--- config.mk ---
export PLATFORM = sky130hd
export DESIGN_NAME = adg_diag_compare
export DESIGN_NICKNAME = d
export VERILOG_FILES = /design/src/adg_diag_compare.v
export VERILOG_INCLUDE_DIRS = /design/src
export SDC_FILE = /design/constraint.sdc
export NUM_CORES = 1
export LEC_CHECK = 0
export BUFFER_PORTS_ARGS = -buffer_cell sky130_fd_sc_hd__buf_4
export CAP_MARGIN = 5
export CORE_ASPECT_RATIO = 1.1
export CORE_MARGIN = 2
export CORE_UTILIZATION = 40
export CTS_BUF_LIST = sky130_fd_sc_hd__clkbuf_8
export DETAILED_ROUTE_END_ITERATION = 10
export GPL_TIMING_DRIVEN = 0
export PLACE_DENSITY = 0.65
export SYNTH_ARGS = -nofsm -noshare
export SYNTH_HDL_FRONTEND = slang
export SYNTH_SLANG_ARGS = --single-unit
--- constraint.sdc ---
create_clock -name clock -period 11.9 [get_ports clock]
set_input_delay 1.785 -clock clock [delete_from_list [all_inputs] [get_ports clock]]
set_output_delay 1.785 -clock clock [all_outputs]
set_load 0.1 [all_outputs]
--- src/adc_diag_defs.vh ---
// Register offsets, field positions, reset values and codes for the diagnostic comparison block.
`ifndef ADC_DIAG_DEFS_VH
`define ADC_DIAG_DEFS_VH

// Printed offsets are not all multiples of four, so they are indices; byte address is index * 4.
`define ADG_IDX_CELL_THR      12'h33A
`define ADG_IDX_AUX_OPEN_WIRE_LIMIT    12'h33B
`define ADG_IDX_CMP_CTRL      12'h33C
`define ADG_IDX_INJ_CTRL      12'h33D
`define ADG_IDX_PROT_CTRL     12'h33E
`define ADG_IDX_SW_SEL        12'h339
`define ADG_IDX_STATUS        12'h340
`define ADG_IDX_BAL_CTRL      12'h341
`define ADG_IDX_CELL_SEL      12'h342

`define ADG_RST_BYTE          8'h00

// Field positions.
`define ADG_F_CELL_THR_MSB    4
`define ADG_F_OPEN_WIRE_LIMIT_MSB      3
`define ADG_F_AUX_THR_LSB     4
`define ADG_F_AUX_THR_MSB     6
`define ADG_F_SEL_LSB         1
`define ADG_F_SEL_MSB         3
`define ADG_F_SINK_LSB        4
`define ADG_F_SINK_MSB        5
`define ADG_F_GO              0
`define ADG_F_SW_GO           6
`define ADG_F_FILT_INJ        0
`define ADG_F_CMP_INJ         1
`define ADG_F_KEEP_FAULT      0

// Comparison selection codes.
`define ADG_SEL_NONE          3'h0
`define ADG_SEL_CELL          3'h1
`define ADG_SEL_SENSE_OW      3'h2
`define ADG_SEL_BAL_OW        3'h3
`define ADG_SEL_SWITCH        3'h4
`define ADG_SEL_AUX_IN        3'h5

// Sink select codes.
`define ADG_SINK_OFF          2'h0
`define ADG_SINK_SENSE        2'h1
`define ADG_SINK_BAL          2'h2
`define ADG_SINK_SHUNT        2'h3

// Threshold scaling in millivolts.
`define ADG_CELL_BASE_MV      16'h0006
`define ADG_CELL_STEP_MV      16'h0003
`define ADG_CELL_MAX_MV       16'h0063
`define ADG_AUX_BASE_MV       16'h0004
`define ADG_AUX_STEP_MV       16'h0004
`define ADG_OW_BASE_MV        16'h01F4
`define ADG_OW_STEP_MV        16'h012C
`define ADG_OW_MAX_MV         16'h1388

`endif

--- src/adg_diag_compare.v ---
// Diagnostic comparison controller with APB register slave.
//
// Implementation choice: the APB register port.
`timescale 1ns/1ps
`include "adc_diag_defs.vh"

module adg_diag_compare #(
  parameter N_CH = 6,
  parameter MW   = 16
) (
  input  wire                clock,
  input  wire                nrst,
  input  wire                psel,
  input  wire                penable,
  input  wire                pwrite,
  input  wire [13:0]         paddr,
  input  wire [31:0]         pwdata,
  output reg  [31:0]         prdata,
  output reg                 pready,
  output reg                 pslverr,
  input  wire [N_CH*MW-1:0]  main_mv,
  input  wire [N_CH*MW-1:0]  aux_mv,
  input  wire [N_CH-1:0]     active_cell,
  input  wire [N_CH-1:0]     aux_is_analog,
  input  wire                balancing_run,
  input  wire                balancing_start,
  input  wire [N_CH-1:0]     regular_switch,
  input  wire                filter_test_fault,
  input  wire                selftest_channel_step,
  input  wire [3:0]          selftest_fault_in,
  output reg  [N_CH-1:0]     balancing_switch,
  output reg                 sense_sink_en,
  output reg                 balance_sink_en,
  output reg                 shunt_source_en,
  output reg                 compare_busy,
  output reg  [3:0]          selftest_fault_q,
  output reg                 fault_pin_n
);

  reg  [7:0]      cell_thr_q;
  reg  [7:0]      aux_ow_q;
  reg  [7:0]      ctrl_q;
  reg  [7:0]      inj_q;
  reg  [7:0]      prot_q;
  reg  [7:0]      sw_sel_q;
  reg  [7:0]      cell_sel_q;
  reg             switch_hold_option_q;
  reg  [2:0]      sel_q;
  reg             go_q;
  reg             override_q;
  reg  [N_CH-1:0] override_mask_q;
  reg  [N_CH-1:0] test_mask_q;
  reg             cell_check_ready_q;
  reg             sense_pin_open_ready_q;
  reg             balance_pin_open_ready_q;
  reg             switch_check_ready_q;
  reg             aux_input_check_ready_q;
  reg             pass_q;
  reg             filter_failure_flag_q;
  reg             fault_latch_q;

  wire [11:0] idx = paddr[13:2];
  wire        wr  = psel & penable & pwrite;
  wire        rd  = psel & penable & ~pwrite;
  wire        mapped = (idx == `ADG_IDX_CELL_THR) || (idx == `ADG_IDX_AUX_OPEN_WIRE_LIMIT) ||
                       (idx == `ADG_IDX_CMP_CTRL) || (idx == `ADG_IDX_INJ_CTRL) ||
                       (idx == `ADG_IDX_PROT_CTRL) || (idx == `ADG_IDX_SW_SEL) ||
                       (idx == `ADG_IDX_STATUS) || (idx == `ADG_IDX_BAL_CTRL) ||
                       (idx == `ADG_IDX_CELL_SEL);
  wire        go_wr = wr && (idx == `ADG_IDX_CMP_CTRL) && pwdata[`ADG_F_GO];
  wire        sw_go_wr = wr && (idx == `ADG_IDX_CMP_CTRL) && pwdata[`ADG_F_SW_GO];

  // Threshold decode in millivolts.
  wire [MW-1:0] cell_lim_raw = `ADG_CELL_BASE_MV +
                               `ADG_CELL_STEP_MV * {11'h000, cell_thr_q[`ADG_F_CELL_THR_MSB:0]};
  wire [MW-1:0] cell_delta_limit = (cell_lim_raw > `ADG_CELL_MAX_MV) ?
                                   `ADG_CELL_MAX_MV : cell_lim_raw;
  wire [MW-1:0] aux_input_delta_limit = `ADG_AUX_BASE_MV + `ADG_AUX_STEP_MV *
      {13'h0000, aux_ow_q[`ADG_F_AUX_THR_MSB:`ADG_F_AUX_THR_LSB]};
  wire [MW-1:0] ow_raw = `ADG_OW_BASE_MV +
                         `ADG_OW_STEP_MV * {12'h000, aux_ow_q[`ADG_F_OPEN_WIRE_LIMIT_MSB:0]};
  wire [MW-1:0] open_wire_limit = (ow_raw > `ADG_OW_MAX_MV) ? `ADG_OW_MAX_MV : ow_raw;

  // Per-channel checks; a channel not under test always passes.
  wire [N_CH-1:0] ch_ok;
  genvar g;
  generate
    for (g = 0; g < N_CH; g = g + 1) begin : g_ch
      wire [MW-1:0] m = main_mv[g*MW +: MW];
      wire [MW-1:0] a = aux_mv[g*MW +: MW];
      wire [MW-1:0] d = (m > a) ? (m - a) : (a - m);
      reg           ok;
      always @* begin
        case (sel_q)
          `ADG_SEL_CELL:     ok = ~cell_sel_q[g] | (d < cell_delta_limit);
          `ADG_SEL_SENSE_OW: ok = ~active_cell[g] | (m < open_wire_limit);
          `ADG_SEL_BAL_OW:   ok = ~cell_sel_q[g] | (a < open_wire_limit);
          `ADG_SEL_SWITCH:   ok = ~cell_sel_q[g] | ({a, 1'b0} + a < {1'b0, m});
          `ADG_SEL_AUX_IN:   ok = ~aux_is_analog[g] | (d < aux_input_delta_limit);
          default:           ok = 1'b1;
        endcase
      end
      assign ch_ok[g] = ok;
    end
  endgenerate

  wire result_pass = (&ch_ok) & ~inj_q[`ADG_F_CMP_INJ];

  // Comparison start, one evaluation cycle, then ready flag.
  always @(posedge clock or negedge nrst) begin
    if (!nrst) begin
      sel_q                    <= `ADG_SEL_NONE;
      go_q                     <= 1'b0;
      compare_busy             <= 1'b0;
      pass_q                   <= 1'b0;
      test_mask_q              <= {N_CH{1'b0}};
      cell_check_ready_q       <= 1'b0;
      sense_pin_open_ready_q   <= 1'b0;
      balance_pin_open_ready_q <= 1'b0;
      switch_check_ready_q     <= 1'b0;
      aux_input_check_ready_q  <= 1'b0;
    end else begin
      if (go_wr) begin
        sel_q        <= pwdata[`ADG_F_SEL_MSB:`ADG_F_SEL_LSB];
        go_q         <= 1'b1;
        compare_busy <= (pwdata[`ADG_F_SEL_MSB:`ADG_F_SEL_LSB] <= `ADG_SEL_AUX_IN) &&
                        (pwdata[`ADG_F_SEL_MSB:`ADG_F_SEL_LSB] != `ADG_SEL_NONE);
        if (pwdata[`ADG_F_SEL_MSB:`ADG_F_SEL_LSB] == `ADG_SEL_SWITCH)
          test_mask_q <= sw_sel_q[N_CH-1:0];
      end else if (rd && idx == `ADG_IDX_CMP_CTRL) begin
        go_q <= 1'b0;
      end
      if (compare_busy && !go_wr) begin
        compare_busy <= 1'b0;
        pass_q       <= result_pass;
        case (sel_q)
          `ADG_SEL_CELL:     cell_check_ready_q       <= 1'b1;
          `ADG_SEL_SENSE_OW: sense_pin_open_ready_q   <= 1'b1;
          `ADG_SEL_BAL_OW:   balance_pin_open_ready_q <= 1'b1;
          `ADG_SEL_SWITCH:   switch_check_ready_q     <= 1'b1;
          `ADG_SEL_AUX_IN:   aux_input_check_ready_q  <= 1'b1;
          default:           pass_q                   <= 1'b0;
        endcase
        if (sel_q == `ADG_SEL_SWITCH && !switch_hold_option_q)
          test_mask_q <= {N_CH{1'b0}};
      end
      if (go_wr) begin
        cell_check_ready_q       <= 1'b0;
        sense_pin_open_ready_q   <= 1'b0;
        balance_pin_open_ready_q <= 1'b0;
        switch_check_ready_q     <= 1'b0;
        aux_input_check_ready_q  <= 1'b0;
      end
      if (balancing_start)
        test_mask_q <= {N_CH{1'b0}};
    end
  end

  // Manual switch override and switch drive.
  always @(posedge clock or negedge nrst) begin
    if (!nrst) begin
      override_q       <= 1'b0;
      override_mask_q  <= {N_CH{1'b0}};
      balancing_switch <= {N_CH{1'b0}};
    end else begin
      if (balancing_start)
        override_q <= 1'b0;
      else if (sw_go_wr && !balancing_run) begin
        override_q      <= 1'b1;
        override_mask_q <= sw_sel_q[N_CH-1:0];
      end
      if (balancing_run)
        balancing_switch <= regular_switch;
      else if (override_q)
        balancing_switch <= override_mask_q | test_mask_q;
      else
        balancing_switch <= test_mask_q;
    end
  end

  // Sink control follows the register one clock later.
  always @(posedge clock or negedge nrst) begin
    if (!nrst) begin
      sense_sink_en   <= 1'b0;
      balance_sink_en <= 1'b0;
      shunt_source_en <= 1'b0;
    end else begin
      sense_sink_en   <= (ctrl_q[`ADG_F_SINK_MSB:`ADG_F_SINK_LSB] == `ADG_SINK_SENSE);
      balance_sink_en <= (ctrl_q[`ADG_F_SINK_MSB:`ADG_F_SINK_LSB] == `ADG_SINK_BAL);
      shunt_source_en <= (ctrl_q[`ADG_F_SINK_MSB:`ADG_F_SINK_LSB] == `ADG_SINK_SHUNT);
    end
  end

  // Filter failure and protector self-test fault handling.
  wire keep = prot_q[`ADG_F_KEEP_FAULT];
  wire stat_wr = wr && (idx == `ADG_IDX_STATUS);
  always @(posedge clock or negedge nrst) begin
    if (!nrst) begin
      filter_failure_flag_q <= 1'b0;
      selftest_fault_q      <= 4'h0;
      fault_latch_q         <= 1'b0;
      fault_pin_n           <= 1'b1;
    end else begin
      // A set in the same cycle as a software clear wins.
      if (filter_test_fault || inj_q[`ADG_F_FILT_INJ])
        filter_failure_flag_q <= 1'b1;
      else if (stat_wr && pwdata[7])
        filter_failure_flag_q <= 1'b0;
      if (selftest_channel_step && !keep) begin
        selftest_fault_q <= selftest_fault_in;
        fault_latch_q    <= 1'b0;
      end else begin
        selftest_fault_q <= selftest_fault_q | selftest_fault_in;
        if (|selftest_fault_in)
          fault_latch_q <= 1'b1;
        else if (stat_wr && pwdata[6] && !keep)
          fault_latch_q <= 1'b0;
      end
      if (stat_wr && pwdata[6] && !(|selftest_fault_in))
        selftest_fault_q <= 4'h0;
      fault_pin_n <= ~(fault_latch_q | (|selftest_fault_in));
    end
  end

  // APB register slave, zero wait states.
  always @(posedge clock or negedge nrst) begin
    if (!nrst) begin
      cell_thr_q           <= `ADG_RST_BYTE;
      aux_ow_q             <= `ADG_RST_BYTE;
      ctrl_q               <= `ADG_RST_BYTE;
      inj_q                <= `ADG_RST_BYTE;
      prot_q               <= `ADG_RST_BYTE;
      sw_sel_q             <= `ADG_RST_BYTE;
      cell_sel_q           <= `ADG_RST_BYTE;
      switch_hold_option_q <= 1'b0;
      prdata               <= 32'h00000000;
      pready               <= 1'b0;
      pslverr              <= 1'b0;
    end else begin
      pready  <= psel & ~penable;
      pslverr <= psel & ~penable & ~mapped;
      if (wr && pready) begin
        case (idx)
          `ADG_IDX_CELL_THR:   cell_thr_q <= {3'h0, pwdata[4:0]};
          `ADG_IDX_AUX_OPEN_WIRE_LIMIT: aux_ow_q   <= {1'b0, pwdata[6:0]};
          `ADG_IDX_CMP_CTRL:   ctrl_q     <= {1'b0, 1'b0, pwdata[5:1], 1'b0};
          `ADG_IDX_INJ_CTRL:   inj_q      <= {6'h00, pwdata[1:0]};
          `ADG_IDX_PROT_CTRL:  prot_q     <= {7'h00, pwdata[0]};
          `ADG_IDX_SW_SEL:     sw_sel_q   <= {2'h0, pwdata[5:0]};
          `ADG_IDX_BAL_CTRL:   switch_hold_option_q <= pwdata[0];
          `ADG_IDX_CELL_SEL:   cell_sel_q <= {2'h0, pwdata[5:0]};
          default:             ;
        endcase
      end
      if (psel && !penable) begin
        case (idx)
          `ADG_IDX_CELL_THR:   prdata <= {24'h000000, cell_thr_q};
          `ADG_IDX_AUX_OPEN_WIRE_LIMIT: prdata <= {24'h000000, aux_ow_q};
          `ADG_IDX_CMP_CTRL:   prdata <= {24'h000000, ctrl_q[7:1], go_q};
          `ADG_IDX_INJ_CTRL:   prdata <= {24'h000000, inj_q};
          `ADG_IDX_PROT_CTRL:  prdata <= {24'h000000, prot_q};
          `ADG_IDX_SW_SEL:     prdata <= {24'h000000, sw_sel_q};
          `ADG_IDX_STATUS:     prdata <= {24'h000000, filter_failure_flag_q, fault_latch_q,
                                          pass_q, aux_input_check_ready_q,
                                          switch_check_ready_q, balance_pin_open_ready_q,
                                          sense_pin_open_ready_q, cell_check_ready_q};
          `ADG_IDX_BAL_CTRL:   prdata <= {31'h00000000, switch_hold_option_q};
          `ADG_IDX_CELL_SEL:   prdata <= {24'h000000, cell_sel_q};
          default:             prdata <= 32'h00000000;
        endcase
      end
    end
  end

endmodule // adg_diag_compare

After elaboration in Yosys (flattened, before gate mapping)
Cells that the tools add are included.
W data, S select, Z words.

word-level totals
  bits in registers = 107
  bits in latches = 0
  memory bits (writable) = 0
  bits in read-only memories = 0
  bits of input ports = 269
  output and inout bits = 49
  logic and storage cells = 284
  memories kept = 0

operators by class
  add/subtract/negate cells = 21
  $mul = 2
  divide/modulo/power cells = 0
  $lt $le $gt $ge = 39
  eq/ne operators = 18
  shift operators = 0
  multiplexer cells = 51
  bitwise logic cells = 63
  reduce and logical (&&, ||, !) cells = 59

operators by type and width
  kind                     number
  $lt A16 B14 Y1           12
  $sub A16 B16 Y16         12
  $eq A12 B10 Y1 const B   9
  $add A17 B16 Y17         6
  $lt A17 B16 Y1           6
  $gt A16 B16 Y1           6
  $lt A16 B6 Y1            6
  $lt A16 B8 Y1            6
  $mux W16                 6
  $pmux W8 S9              1
  $mux W6                  7
  $or A1 B1 Y1             31
  $pmux W1 S5              6
  $reduce_and A2 Y1        14
  $mux W1                  27
  $not A1 Y1               24
  $reduce_bool A2 Y1       9
  $logic_and A1 B1 Y1      16
  $add A9 B13 Y14 const A  1
  $gt A14 B13 Y1 const B   1
  $mux W14                 1
  $mul A7 B4 Y11 const A   1
  $eq A3 B3 Y1 const B     3
  $logic_or A1 B1 Y1       9
  other kinds (19)         33

Depth between registers and ports, before layout
Gate-level depths: netlist (run 1).

  depth in word-level cells = 11
  depth in mapped cells = 26
  mapped depth without buffers = 26

Worst setup path before layout (run 1)
OpenSTA, ideal clock, no wires.

  kind = input port to flip-flop
  start point = input port aux_mv[80]
  end point = register pass_q
  library setup time = 0.092 ns
  arrival = 5.647 ns
  data required time = 11.808 ns
  slack = 6.162 ns
  cell stages on the path = 24
  path buffers = 0
  cell sequence = ha_1 > fa_1 > a21o_1 > a21oi_1 > o21bai_1 > a21oi_1 > o21ai_0 > a21oi_1 > o21bai_1 > a21oi_1 > o21bai_1 > a21oi_1 > xnor2_1 > ha_1 > o21a_1 > o21a_1 > a211o_1 > a31oi_1 > nand2_1 > a21oi_1 > a2111oi_0 > o2111ai_1 > o211ai_1 > o31ai_2

on the way
  word-level cells in the longest chain between the ends = 8
  elaborated cells between the ends (all ways) = 17
  those cells by class = add/sub (3); order compare (5); mux (3); bitwise (5); reduce/logical (1)

ends and longest elaborated chain
  what                                                RTL line                                      RTL
  from (decl)                                         adg_diag_compare.v:22                         input wire [N_CH*MW-1:0] aux_mv,
  $sub A16 B16 Y16 or $gt A16 B16 Y1 (tied branches)  adg_diag_compare.v:91                         wire [MW-1:0] d = (m > a) ? (m - a) : (a - m);
  $mux W16                                            adg_diag_compare.v:91
  $lt A16 B6 Y1 or $lt A16 B8 Y1 (tied branches)      adg_diag_compare.v:99, adg_diag_compare.v:95
  $or A1 B1 Y1, on equally long branches              adg_diag_compare.v:99, adg_diag_compare.v:95
  $pmux W1 S5 (*)                                     adg_diag_compare.v:94                         case (sel_q)
  $reduce_and A6 Y1 (*)                               adg_diag_compare.v:107                        wire result_pass = (&ch_ok) & ~inj_q[`ADG_F_CMP_INJ];
  $and A1 B1 Y1 (*)                                   adg_diag_compare.v:107
  $mux W1 (*)                                         adg_diag_compare.v:136                        case (sel_q)
  to (signal assigned)                                adg_diag_compare.v:135                        pass_q <= result_pass;
  to (decl)                                           adg_diag_compare.v:58                         reg pass_q;

Every way passes the cells marked *; elsewhere a longest branch is shown, timed or not.
A chain may end at the register's enable or synchronous reset.

Worst setup path in the final report (run 1)
  start point = register aux_ow_q[2]
  end point = register pass_q

on the way
  word-level cells in the longest chain between the ends = 10
  elaborated cells between the ends (all ways) = 37
  those cells by class = add/sub (1); mul (1); order compare (13); mux (8); bitwise (13); reduce/logical (1)

ends and longest elaborated chain
  what                                      RTL line                                      RTL
  from (decl)                               adg_diag_compare.v:41                         reg [7:0] aux_ow_q;
  from (signal assigned)                    adg_diag_compare.v:229                        aux_ow_q <= `ADG_RST_BYTE;
  from (signal assigned)                    adg_diag_compare.v:245                        `ADG_IDX_AUX_OPEN_WIRE_LIMIT: aux_ow_q <= {1'b0, pwdata[6:0]};
  $mul A7 B4 Y11 (no source line) (*)       n/a
  $add A9 B13 Y14 (no source line) (*)      n/a
  $gt A14 B13 Y1 (no source line)           n/a
  $mux W14 (*)                              adg_diag_compare.v:82                         wire [MW-1:0] open_wire_limit = (ow_raw > `ADG_OW_MAX_MV) ? `ADG_OW_MAX_MV : ow_raw;
  $lt A16 B14 Y1, on equally long branches  adg_diag_compare.v:97, adg_diag_compare.v:96
  $or A1 B1 Y1, on equally long branches    adg_diag_compare.v:97, adg_diag_compare.v:96
  $pmux W1 S5                               adg_diag_compare.v:94
  $reduce_and A6 Y1 (*)                     adg_diag_compare.v:107
  $and A1 B1 Y1 (*)                         adg_diag_compare.v:107
  $mux W1 (*)                               adg_diag_compare.v:136

Marks and branches as above.

==> summary.log, run 1 <==
[status] run status completed
[worst_setup_path] critical path fanouts, max 12
[drt] number of nets still failing antenna checks after routing 0
[yosys] post-synth cell types 100
[finish] total number of nets in the final design 4265
[floorplanning] I/O pin count 318
[yosys] average instance area after synthesis 7.81 um2
[drt] number of detailed-route iterations in the first pass 5
[yosys] number of synthesized flops with an enable pin 0
[cts] Post-CTS Resized 0
[placed_design] port buffer count 263
[sta] unrepaired setup endpoints after global routing no
[finish] FILL cells 6123
[floorplanning] initial core utilization 0.404
[placed_design] placed cell count 4156
[worst_setup_path] slowest stage cell on the critical path nand3_1
[power_and_ir_drop] internal power contribution 900 uW
[drt] overall routed net length 80.8 mm
[yosys] post-synthesis cell count 3088
[cts] Post-CTS Setup Repair Bufs 0
[power_and_ir_drop] relative contribution of combinational cells to total power 0.709
[worst_setup_path] worst endpoint data arrival time 7.96 ns
[sta] Worst-Margin Slew 1.36 ns
[power_and_ir_drop] leakage component of the power 0.0139 uW
[yosys] synthesis-stage register bit count 83
[power_and_ir_drop] fraction of power consumed by sequential logic 0.168
[sta] final sum of negative setup slack 0 ns
[cts] total CTS buffers 9
[placed_design] placed inst area 27300 um2
[job] max-cap check violation count 0
[global_routing] number of global-route vias before repair 22877
[worst_setup_path] Critical Path, Cell by Cell ha_1 -> inv_1 -> fa_1 -> inv_1 -> ha_1 -> clkbuf_1 -> nor3_1 -> nand3_1 -> o21a_1 -> nor3b_1 -> a311o_2 -> a21oi_1 -> a21oi_1 -> nand3_1 -> ha_1 -> a21o_1 -> a21oi_1 -> or4b_1 -> a31oi_1 -> o221ai_1 -> a31oi_1 -> o2111ai_1 -> o31ai_2
[power_and_ir_drop] Switching Share 0.478
[cts] maximum buffer depth of the clock tree 2
[placed_design] worst setup timing slack at the placement stage 4.34 ns
[finish] sequential standard cell area 2080 um2
[cts] count of clock tree sinks 83
[cts] clock tree from TritonCTS done
[cts] root buf cell clkbuf_8
[sta] setup skew after layout 0.0173 ns
[cts] CTS H-tree lvls 3
[finish] non-filler instance count after layout 4182
[drt] post-DR vias/cell 5.76
[floorplanning] number of core rows 94
[drt] DR iter-0 viols 1358
[hold_path] Hold Path Class reg -> reg
[sta] shortest period the worst path allows 7.70 ns
[finish] fraction of layout instances using a drive strength above 1 0.125
[sta] Final Setup Violations 0
[sta] number of hold-slack violations in the final timing report 0
[drt] Avg WL per Cell 19.3 um
[sta] part of the cycle the worst path needs 0.647
[finish] most frequent cells in the layout 576 x ha_1, 301 x inv_1, 298 x a21oi_1
[drt] count of unresolved DRC violations after routing 0
[sta] Max Transition Viols Final 0
[placed_design] sum of net half-perimeters after detailed placement 66.4 mm
[placed_design] global placer's final weighted congestion 0.939
[sta] min setup slack post-route 4.20 ns
[worst_setup_path] endpoint class of the critical path flop
[yosys] fraction of registers with async set or reset after synthesis 1.00
[global_routing] grt total ovfl 0
[worst_setup_path] required time of the critical path 12.16 ns
[drt] via total after detailed routing 24074
[worst_setup_path] CP peak stage delay 1.06 ns
[worst_setup_path] crit path kind reg -> reg
[floorplanning] height of the die 262 um
[yosys] Synthesis Warnings 0
[cts] Reg clk slew, reported paths 0.09 ns
[global_routing] largest net degree at the start of global routing 84
[global_routing] global-route total usage across every layer 0.250
[yosys] dominant synthesized flop cell dfrtp_1
[finish] Multi-input gate area 20500 um2
[sta] worst rel slew slack 0.0933
[power_and_ir_drop] clock network fraction of design power 0.123
[power_and_ir_drop] worst vdd ir 0.0424 mV
[finish] final instance area 27500 um2
[global_routing] antenna violations before repair 19
[power_and_ir_drop] Net Sw Power 825 uW
[cts] number of buffers inserted by hold repair at cts 0
[finish] area grow syn2layout 13.9%
[cts] clock latency reported for the late side of the worst-skew pair 0.37 ns
[yosys] Synth Cell Area 24100 um2
[yosys] proportion of synthesized chip area in sequential cells 0.0861
[floorplanning] core area 59700 um2
[power_and_ir_drop] Power Dens Cells 62.8 nW/um2
[floorplanning] die area 62300 um2
[sta] maximum clock rate 130 MHz
[floorplanning] horizontal extent of the die 238 um
[worst_setup_path] nature of the critical path startpoint flop
[finish] most common library cell in the layout ignoring fill and taps ha_1
[global_routing] first-pass GRT wire length 124 mm
## layer usage
metal / part of all wire / global-route usage / vias to the layer above
li1: - / - / 11971
met1: 0.45 / 0.320 / 11354
met2: 0.48 / 0.441 / 603
met3: 0.043 / 0.0238 / 128
met4: 0.031 / 0.0813 / 18
met5: 0.0015 / 0 / -
## per-stage QoR
step	total power [uW]	hold WS [ns]	util
3_3_place_gp	1490	0.463	0.455
4_1_cts	1720	0.481	0.460
3_5_place_dp	1500	0.467	0.456
6_report	1730	0.477	0.460
5_1_grt	1880	0.509	0.460
2_1_floorplan	1180	0.379	-
## worst max-delay path, delay by kind of cell (launching register included)
kind	cells	cell delay, ns
simple gates	5	2.24
buf+inv	3	0.32
compound gates	11	2.70
flops	1	0.52
fa+ha+maj	4	1.75
## cell families after synthesis
kind of cell,after synthesis,synth area share
flip-flops,83,0.0861
AND/OR/NAND/NOR,712,0.148
adder cells (fa/ha/maj),599,0.317
other,2,0.000311
multiplexers,88,0.0388
XOR/XNOR,171,0.0621
AO/OA/AOI/OAI,1015,0.277
buffers and inverters,418,0.0714
## Yosys cell counts (20+ instances only)
master | instances | share of area
dfrtp_1 | 82 | 0.085
nor2_1 | 171 | 0.027
nand3_1 | 68 | 0.014
fa_1 | 20 | 0.017
ha_1 | 576 | 0.30
buf_2 | 27 | 0.0056
nand4_1 | 40 | 0.010
nand2_1 | 178 | 0.028
mux2_2 | 40 | 0.019
a2111oi_0 | 23 | 0.0083
xor2_1 | 54 | 0.020
a31oi_1 | 42 | 0.011
a21o_1 | 114 | 0.035
a21oi_1 | 298 | 0.062
and3_1 | 26 | 0.0067
inv_1 | 301 | 0.047
nor3_1 | 58 | 0.012
o21a_1 | 51 | 0.016
a211oi_1 | 41 | 0.013
nor2b_1 | 37 | 0.0096
o211ai_1 | 29 | 0.0090
nand2b_1 | 21 | 0.0054
o21bai_1 | 52 | 0.016
xnor2_1 | 117 | 0.042
o21ai_0 | 165 | 0.034
buf_4 | 30 | 0.0093
mux2i_1 | 47 | 0.019
o31ai_1 | 21 | 0.0065
clkbuf_1 | 59 | 0.0092
## power by group through the flow
stage | registers (uW) | clock network (uW) | logic (uW)
floorplan | 326 | 0 | 854
global route | 290 | 220 | 1370
global placement | 295 | 0 | 1190
CTS | 289 | 211 | 1220
finish | 289 | 212 | 1220
detailed placement | 295 | 0 | 1210
## flip-flops by register name, indices dropped and copies added (netlist names), 2 cells and up
| name | cells |
|---|---|
| ctrl_q | 5 |
| prdata | 8 |
| cell_sel_q | 6 |
| cell_thr_q | 5 |
| inj_q | 2 |
| sel_q | 3 |
| balancing_switch | 6 |
| sw_sel_q | 6 |
| override_mask_q | 6 |
| aux_ow_q | 7 |
| selftest_fault_q | 4 |
| test_mask_q | 6 |
## final timing paths
path                       cells after the start                      end  slack, ns                 startpoint
max                                           23       pass_q$_DFFE_PN0P_       4.20    aux_ow_q[2]$_DFFE_PN0P_
min                                            1    fault_pin_n$_DFF_PN1_       0.48  fault_latch_q$_DFFE_PN0P_
max reg2reg                                   23       pass_q$_DFFE_PN0P_       4.20    aux_ow_q[2]$_DFFE_PN0P_
min reg2reg                                    1    fault_pin_n$_DFF_PN1_       0.48  fault_latch_q$_DFFE_PN0P_
max in group asynchronous                      1  aux_ow_q[4]$_DFFE_PN0P_       9.62                       nrst
min in group asynchronous                      1    prdata[7]$_DFFE_PN0P_       1.58                       nrst
## cell type report
class | count | area share
Clock inverter | 7 | 0.00269
Timing Repair Buffer | 267 | 0.0739
Tap cell | 768 | 0.0350
Buffer | 117 | 0.0216
Antenna cell | 9 | 0.000819
Sequential cell | 83 | 0.0756
Clock buffer | 9 | 0.00451
Multi-Input combinational cell | 2621 | 0.745
Inverter | 301 | 0.0411
No activity file was read; power rests on OpenSTA's default activity.
==> inputs of run 2 (changes only) <==
==> constraint.sdc (replaced) <==
create_clock -name clock -period 7.2 [get_ports clock]
set_input_delay 1.08 -clock clock [delete_from_list [all_inputs] [get_ports clock]]
set_output_delay 1.08 -clock clock [all_outputs]
set_load 0.1 [all_outputs]
==> run 2 against run 1 <==
Against the previous run: flip-flop and latch count stayed put; utilization is 0.094 points higher; first-iteration DRC count is 1.5% higher; hold slack hardly changed; setup slack worse by 3.9 ns; cell area is 0.20% higher; global-route usage hardly changed; wire length hardly changed; critical path type unchanged.
==> summary.log, run 2 (same netlist as run 1, synthesis figures left out) <==
[sta] Max Transition Viols Final 0 [unchanged]
[worst_setup_path] Critical Path, Cell by Cell ha_1 -> inv_1 -> fa_1 -> inv_1 -> ha_1 -> clkbuf_1 -> nor3_1 -> nand3_1 -> o21a_1 -> nor3b_1 -> a311o_2 -> a21oi_1 -> a21oi_4 -> o21a_1 -> ha_1 -> nor2_1 -> o21ai_0 -> o21a_1 -> a211oi_1 -> nor4_1 -> a31oi_1 -> o2111ai_1 -> o31ai_2 [was ha_1 -> inv_1 -> fa_1 -> inv_1 -> ha_1 -> clkbuf_1 -> nor3_1 -> nand3_1 -> o21a_1 -> nor3b_1 -> a311o_2 -> a21oi_1 -> a21oi_1 -> nand3_1 -> ha_1 -> a21o_1 -> a21oi_1 -> or4b_1 -> a31oi_1 -> o221ai_1 -> a31oi_1 -> o2111ai_1 -> o31ai_2]
[power_and_ir_drop] total power after layout 2850 uW [was 1730 uW]
[sta] part of the cycle the worst path needs 0.953 [was 0.647]
[global_routing] number of global-route vias before repair 22907 [was 22877]
[power_and_ir_drop] relative contribution of combinational cells to total power 0.709 [about the same]
[sta] shortest period the worst path allows 6.86 ns [was 7.70 ns]
[floorplanning] horizontal extent of the die 238 um [unchanged]
[drt] via total after detailed routing 24116 [was 24074]
[power_and_ir_drop] Net Sw Power 1360 uW [was 825 uW]
[worst_setup_path] required time of the critical path 7.44 ns [was 12.16 ns]
[worst_setup_path] nature of the critical path startpoint flop [unchanged]
[hold_path] cell count of the worst hold path 1 [unchanged]
[power_and_ir_drop] clock network fraction of design power 0.123 [about the same]
[cts] root buf cell clkbuf_8 [unchanged]
[cts] count of clock tree sinks 83 [unchanged]
[power_and_ir_drop] fraction of power consumed by sequential logic 0.168 [about the same]
[floorplanning] number of core rows 94 [unchanged]
[job] max-cap check violation count 0 [unchanged]
[global_routing] largest net degree at the start of global routing 84 [unchanged]
[hold_path] worst-case hold path end point fault_pin_n$_DFF_PN1_ [unchanged]
[cts] maximum buffer depth of the clock tree 2 [unchanged]
[worst_setup_path] CP bufs+invs 3 [unchanged]
[power_and_ir_drop] worst vdd ir 0.0706 mV [was 0.0424 mV]
[sta] worst rel slew slack 0.0669 [was 0.0933]
[floorplanning] die area 62300 um2 [unchanged]
[placed_design] sum of net half-perimeters after detailed placement 66.4 mm [unchanged]
[sta] number of hold-slack violations in the final timing report 0 [unchanged]
[floorplanning] core area 59700 um2 [unchanged]
[drt] post-DR vias/cell 5.77 [was 5.76]
[global_routing] grt total ovfl 0 [unchanged]
[finish] most common library cell in the layout ignoring fill and taps ha_1 [unchanged]
[sta] setup skew after layout 0.0170 ns [was 0.0173 ns]
[drt] number of detailed-route iterations in the first pass 7 [was 5]
[power_and_ir_drop] Power Dens Cells 104 nW/um2 [was 62.8 nW/um2]
[hold_path] Hold Path Class reg -> reg [unchanged]
[floorplanning] I/O pin count 318 [unchanged]
[floorplanning] height of the die 262 um [unchanged]
[finish] area grow syn2layout 14.1% [was 13.9%]
[worst_setup_path] Worst R2R Start aux_ow_q[2]$_DFFE_PN0P_ [unchanged]
[worst_setup_path] critical path fanouts, max 12 [unchanged]
[finish] number of flip-flops in the largest register 8 [unchanged]
[sta] Worst-Margin Slew 1.40 ns [was 1.36 ns]
[floorplanning] initial core utilization 0.404 [unchanged]
[global_routing] global-route total usage across every layer 0.250 [about the same]
[placed_design] global placer's final weighted congestion 0.939 [unchanged]
[worst_setup_path] slowest stage cell on the critical path o21a_1 [was nand3_1]
[drt] Avg WL per Cell 19.3 um [about the same]
[finish] leading registers by flop count prdata (8), aux_ow_q (7) [unchanged]
[power_and_ir_drop] leakage component of the power 0.0139 uW [about the same]
[worst_setup_path] endpoint class of the critical path flop [unchanged]
[finish] Final Core Density 0.461 [was 0.460]
[cts] clock tree from TritonCTS done [unchanged]
[cts] total CTS buffers 9 [unchanged]
[global_routing] first-pass GRT wire length 124 mm [about the same]
[worst_setup_path] worst endpoint data arrival time 7.10 ns [was 7.96 ns]
[status] run status completed [unchanged]
[finish] total number of nets in the final design 4265 [unchanged]
[cts] clock latency reported for the late side of the worst-skew pair 0.37 ns [about the same]
[drt] number of nets still failing antenna checks after routing 0 [unchanged]
[global_routing] global-route track usage on met2 0.441 [unchanged]
[sta] unrepaired setup endpoints after global routing no [unchanged]
[worst_setup_path] Worst R2R Setup Slack 0.34 ns [was 4.20 ns]
[drt] DR iter-0 viols 1379 [was 1358]
[cts] Reg clk slew, reported paths 0.09 ns [about the same]
[worst_setup_path] family with the most delay on the worst path compound AO/OA/AOI/OAI gates [unchanged]
[finish] Largest Register prdata [unchanged]
[worst_setup_path] Reg2Reg Depth 23 [unchanged]
[global_routing] most used routing layer in global routing met2 [unchanged]
[hold_path] Hold Crit Start fault_latch_q$_DFFE_PN0P_ [unchanged]
[finish] most frequent cells in the layout 576 x ha_1, 301 x inv_1, 297 x a21oi_1 [was 576 x ha_1, 301 x inv_1, 298 x a21oi_1]
[finish] fraction of layout instances using a drive strength above 1 0.127 [was 0.125]
[cts] CTS H-tree lvls 3 [unchanged]
[global_routing] antenna violations before repair 19 [unchanged]
[placed_design] port buffer count 263 [unchanged]
[worst_setup_path] crit path kind reg -> reg [unchanged]
[sta] Final Setup Violations 0 [unchanged]
[drt] count of unresolved DRC violations after routing 0 [unchanged]
[global_routing] met3 GRT Util 0.0242 [was 0.0238]
[worst_setup_path] start point of the critical path aux_ow_q[2]$_DFFE_PN0P_ [unchanged]
[sta] maximum clock rate 146 MHz [was 130 MHz]
[worst_setup_path] endpoint of the worst register-to-register path pass_q$_DFFE_PN0P_ [unchanged]
[power_and_ir_drop] internal power contribution 1490 uW [was 900 uW]
[power_and_ir_drop] Switching Share 0.478 [about the same]
[worst_setup_path] CP peak stage delay 1.00 ns [was 1.06 ns]
[drt] overall routed net length 80.8 mm [about the same]
[global_routing] met1 global-route usage 0.319 [was 0.320]
## run 2: cell counts in the layout (fill, tap and decap cells not counted)
No cell type changed its count.
## run 2: repair_timing
| action | CTS | global route |
|---|---|---|
| hold buffers | 0 | 0 |
| resized for setup | 10 | 4 |
| endpoints found under the setup margin | 1 | 1 |
| buffers inserted | 0 | 0 |
## run 2: cell type report
| cell class | instances | area, um2 |
|---|---|---|
| Clock inverter | 7 | 73.8 |
| Fill cell | 6118 | 32200 |
| Inverter | 301 | 1130 |
| Multi-Input combinational cell | 2621 | 20500 |
| Tap cell | 768 | 961 |
| Timing Repair Buffer | 267 | 2030 |
| Buffer | 117 | 593 |
| Sequential cell | 83 | 2080 |
| Antenna cell | 9 | 22.5 |
| Clock buffer | 9 | 124 |
## run 2: per-stage QoR
stage	cell area [um2]	setup WS, ns	cells	setup TNS [ns]	hold WS, ns
after floorplan	24300	1.70	3122	0	0.379
after global placement	27200	-0.652	4153	-0.652	0.463
after detailed placement	27300	-0.363	4156	-0.363	0.467
after CTS	27500	0.214	4172	0	0.481
after global routing	27500	0.0864	4180	0	0.509
final	27500	0.341	4182	0	0.477
## run 2: worst max path at each step
stage,slack (ns),endpoint,cells past startpoint
final,0.34,pass_q$_DFFE_PN0P_,23
after global routing,0.09,pass_q$_DFFE_PN0P_,23
after CTS,0.21,pass_q$_DFFE_PN0P_,23
after detailed placement,-0.36,pass_q$_DFFE_PN0P_,23
after global placement,-0.65,pass_q$_DFFE_PN0P_,24
after floorplan,1.70,pass_q$_DFFE_PN0P_,24
## run 2: power by group through the flow
stage | Combinational [uW] | Sequential (uW) | Clock [uW]
after floorplan | 1410 | 539 | 0
after global placement | 1970 | 488 | 0
after detailed placement | 1990 | 487 | 0
after CTS | 2010 | 478 | 349
after global routing | 2270 | 479 | 364
final | 2020 | 478 | 350
## run 2: worst reg2reg max path, cell delays in order, from the launching register on
cell and delay, ns:
dfrtp_1 0.52, ha_1 0.35, inv_1 0.05, fa_1 0.54, inv_1 0.05, ha_1 0.27, clkbuf_1 0.22, nor3_1 0.34
nand3_1 0.19, o21a_1 0.26, nor3b_1 0.18, a311o_2 0.21, a21oi_1 0.12, a21oi_4 0.39, o21a_1 1.00, ha_1 0.34
nor2_1 0.05, o21ai_0 0.14, o21a_1 0.17, a211oi_1 0.07, nor4_1 0.75, a31oi_1 0.24, o2111ai_1 0.19, o31ai_2 0.09
## run 2: routing by layer
metal / up-vias / part of all wire
li1: 11969 / -
met1: 11370 / 0.45
met2: 618 / 0.48
met3: 141 / 0.043
met4: 18 / 0.032
met5: - / 0.0015
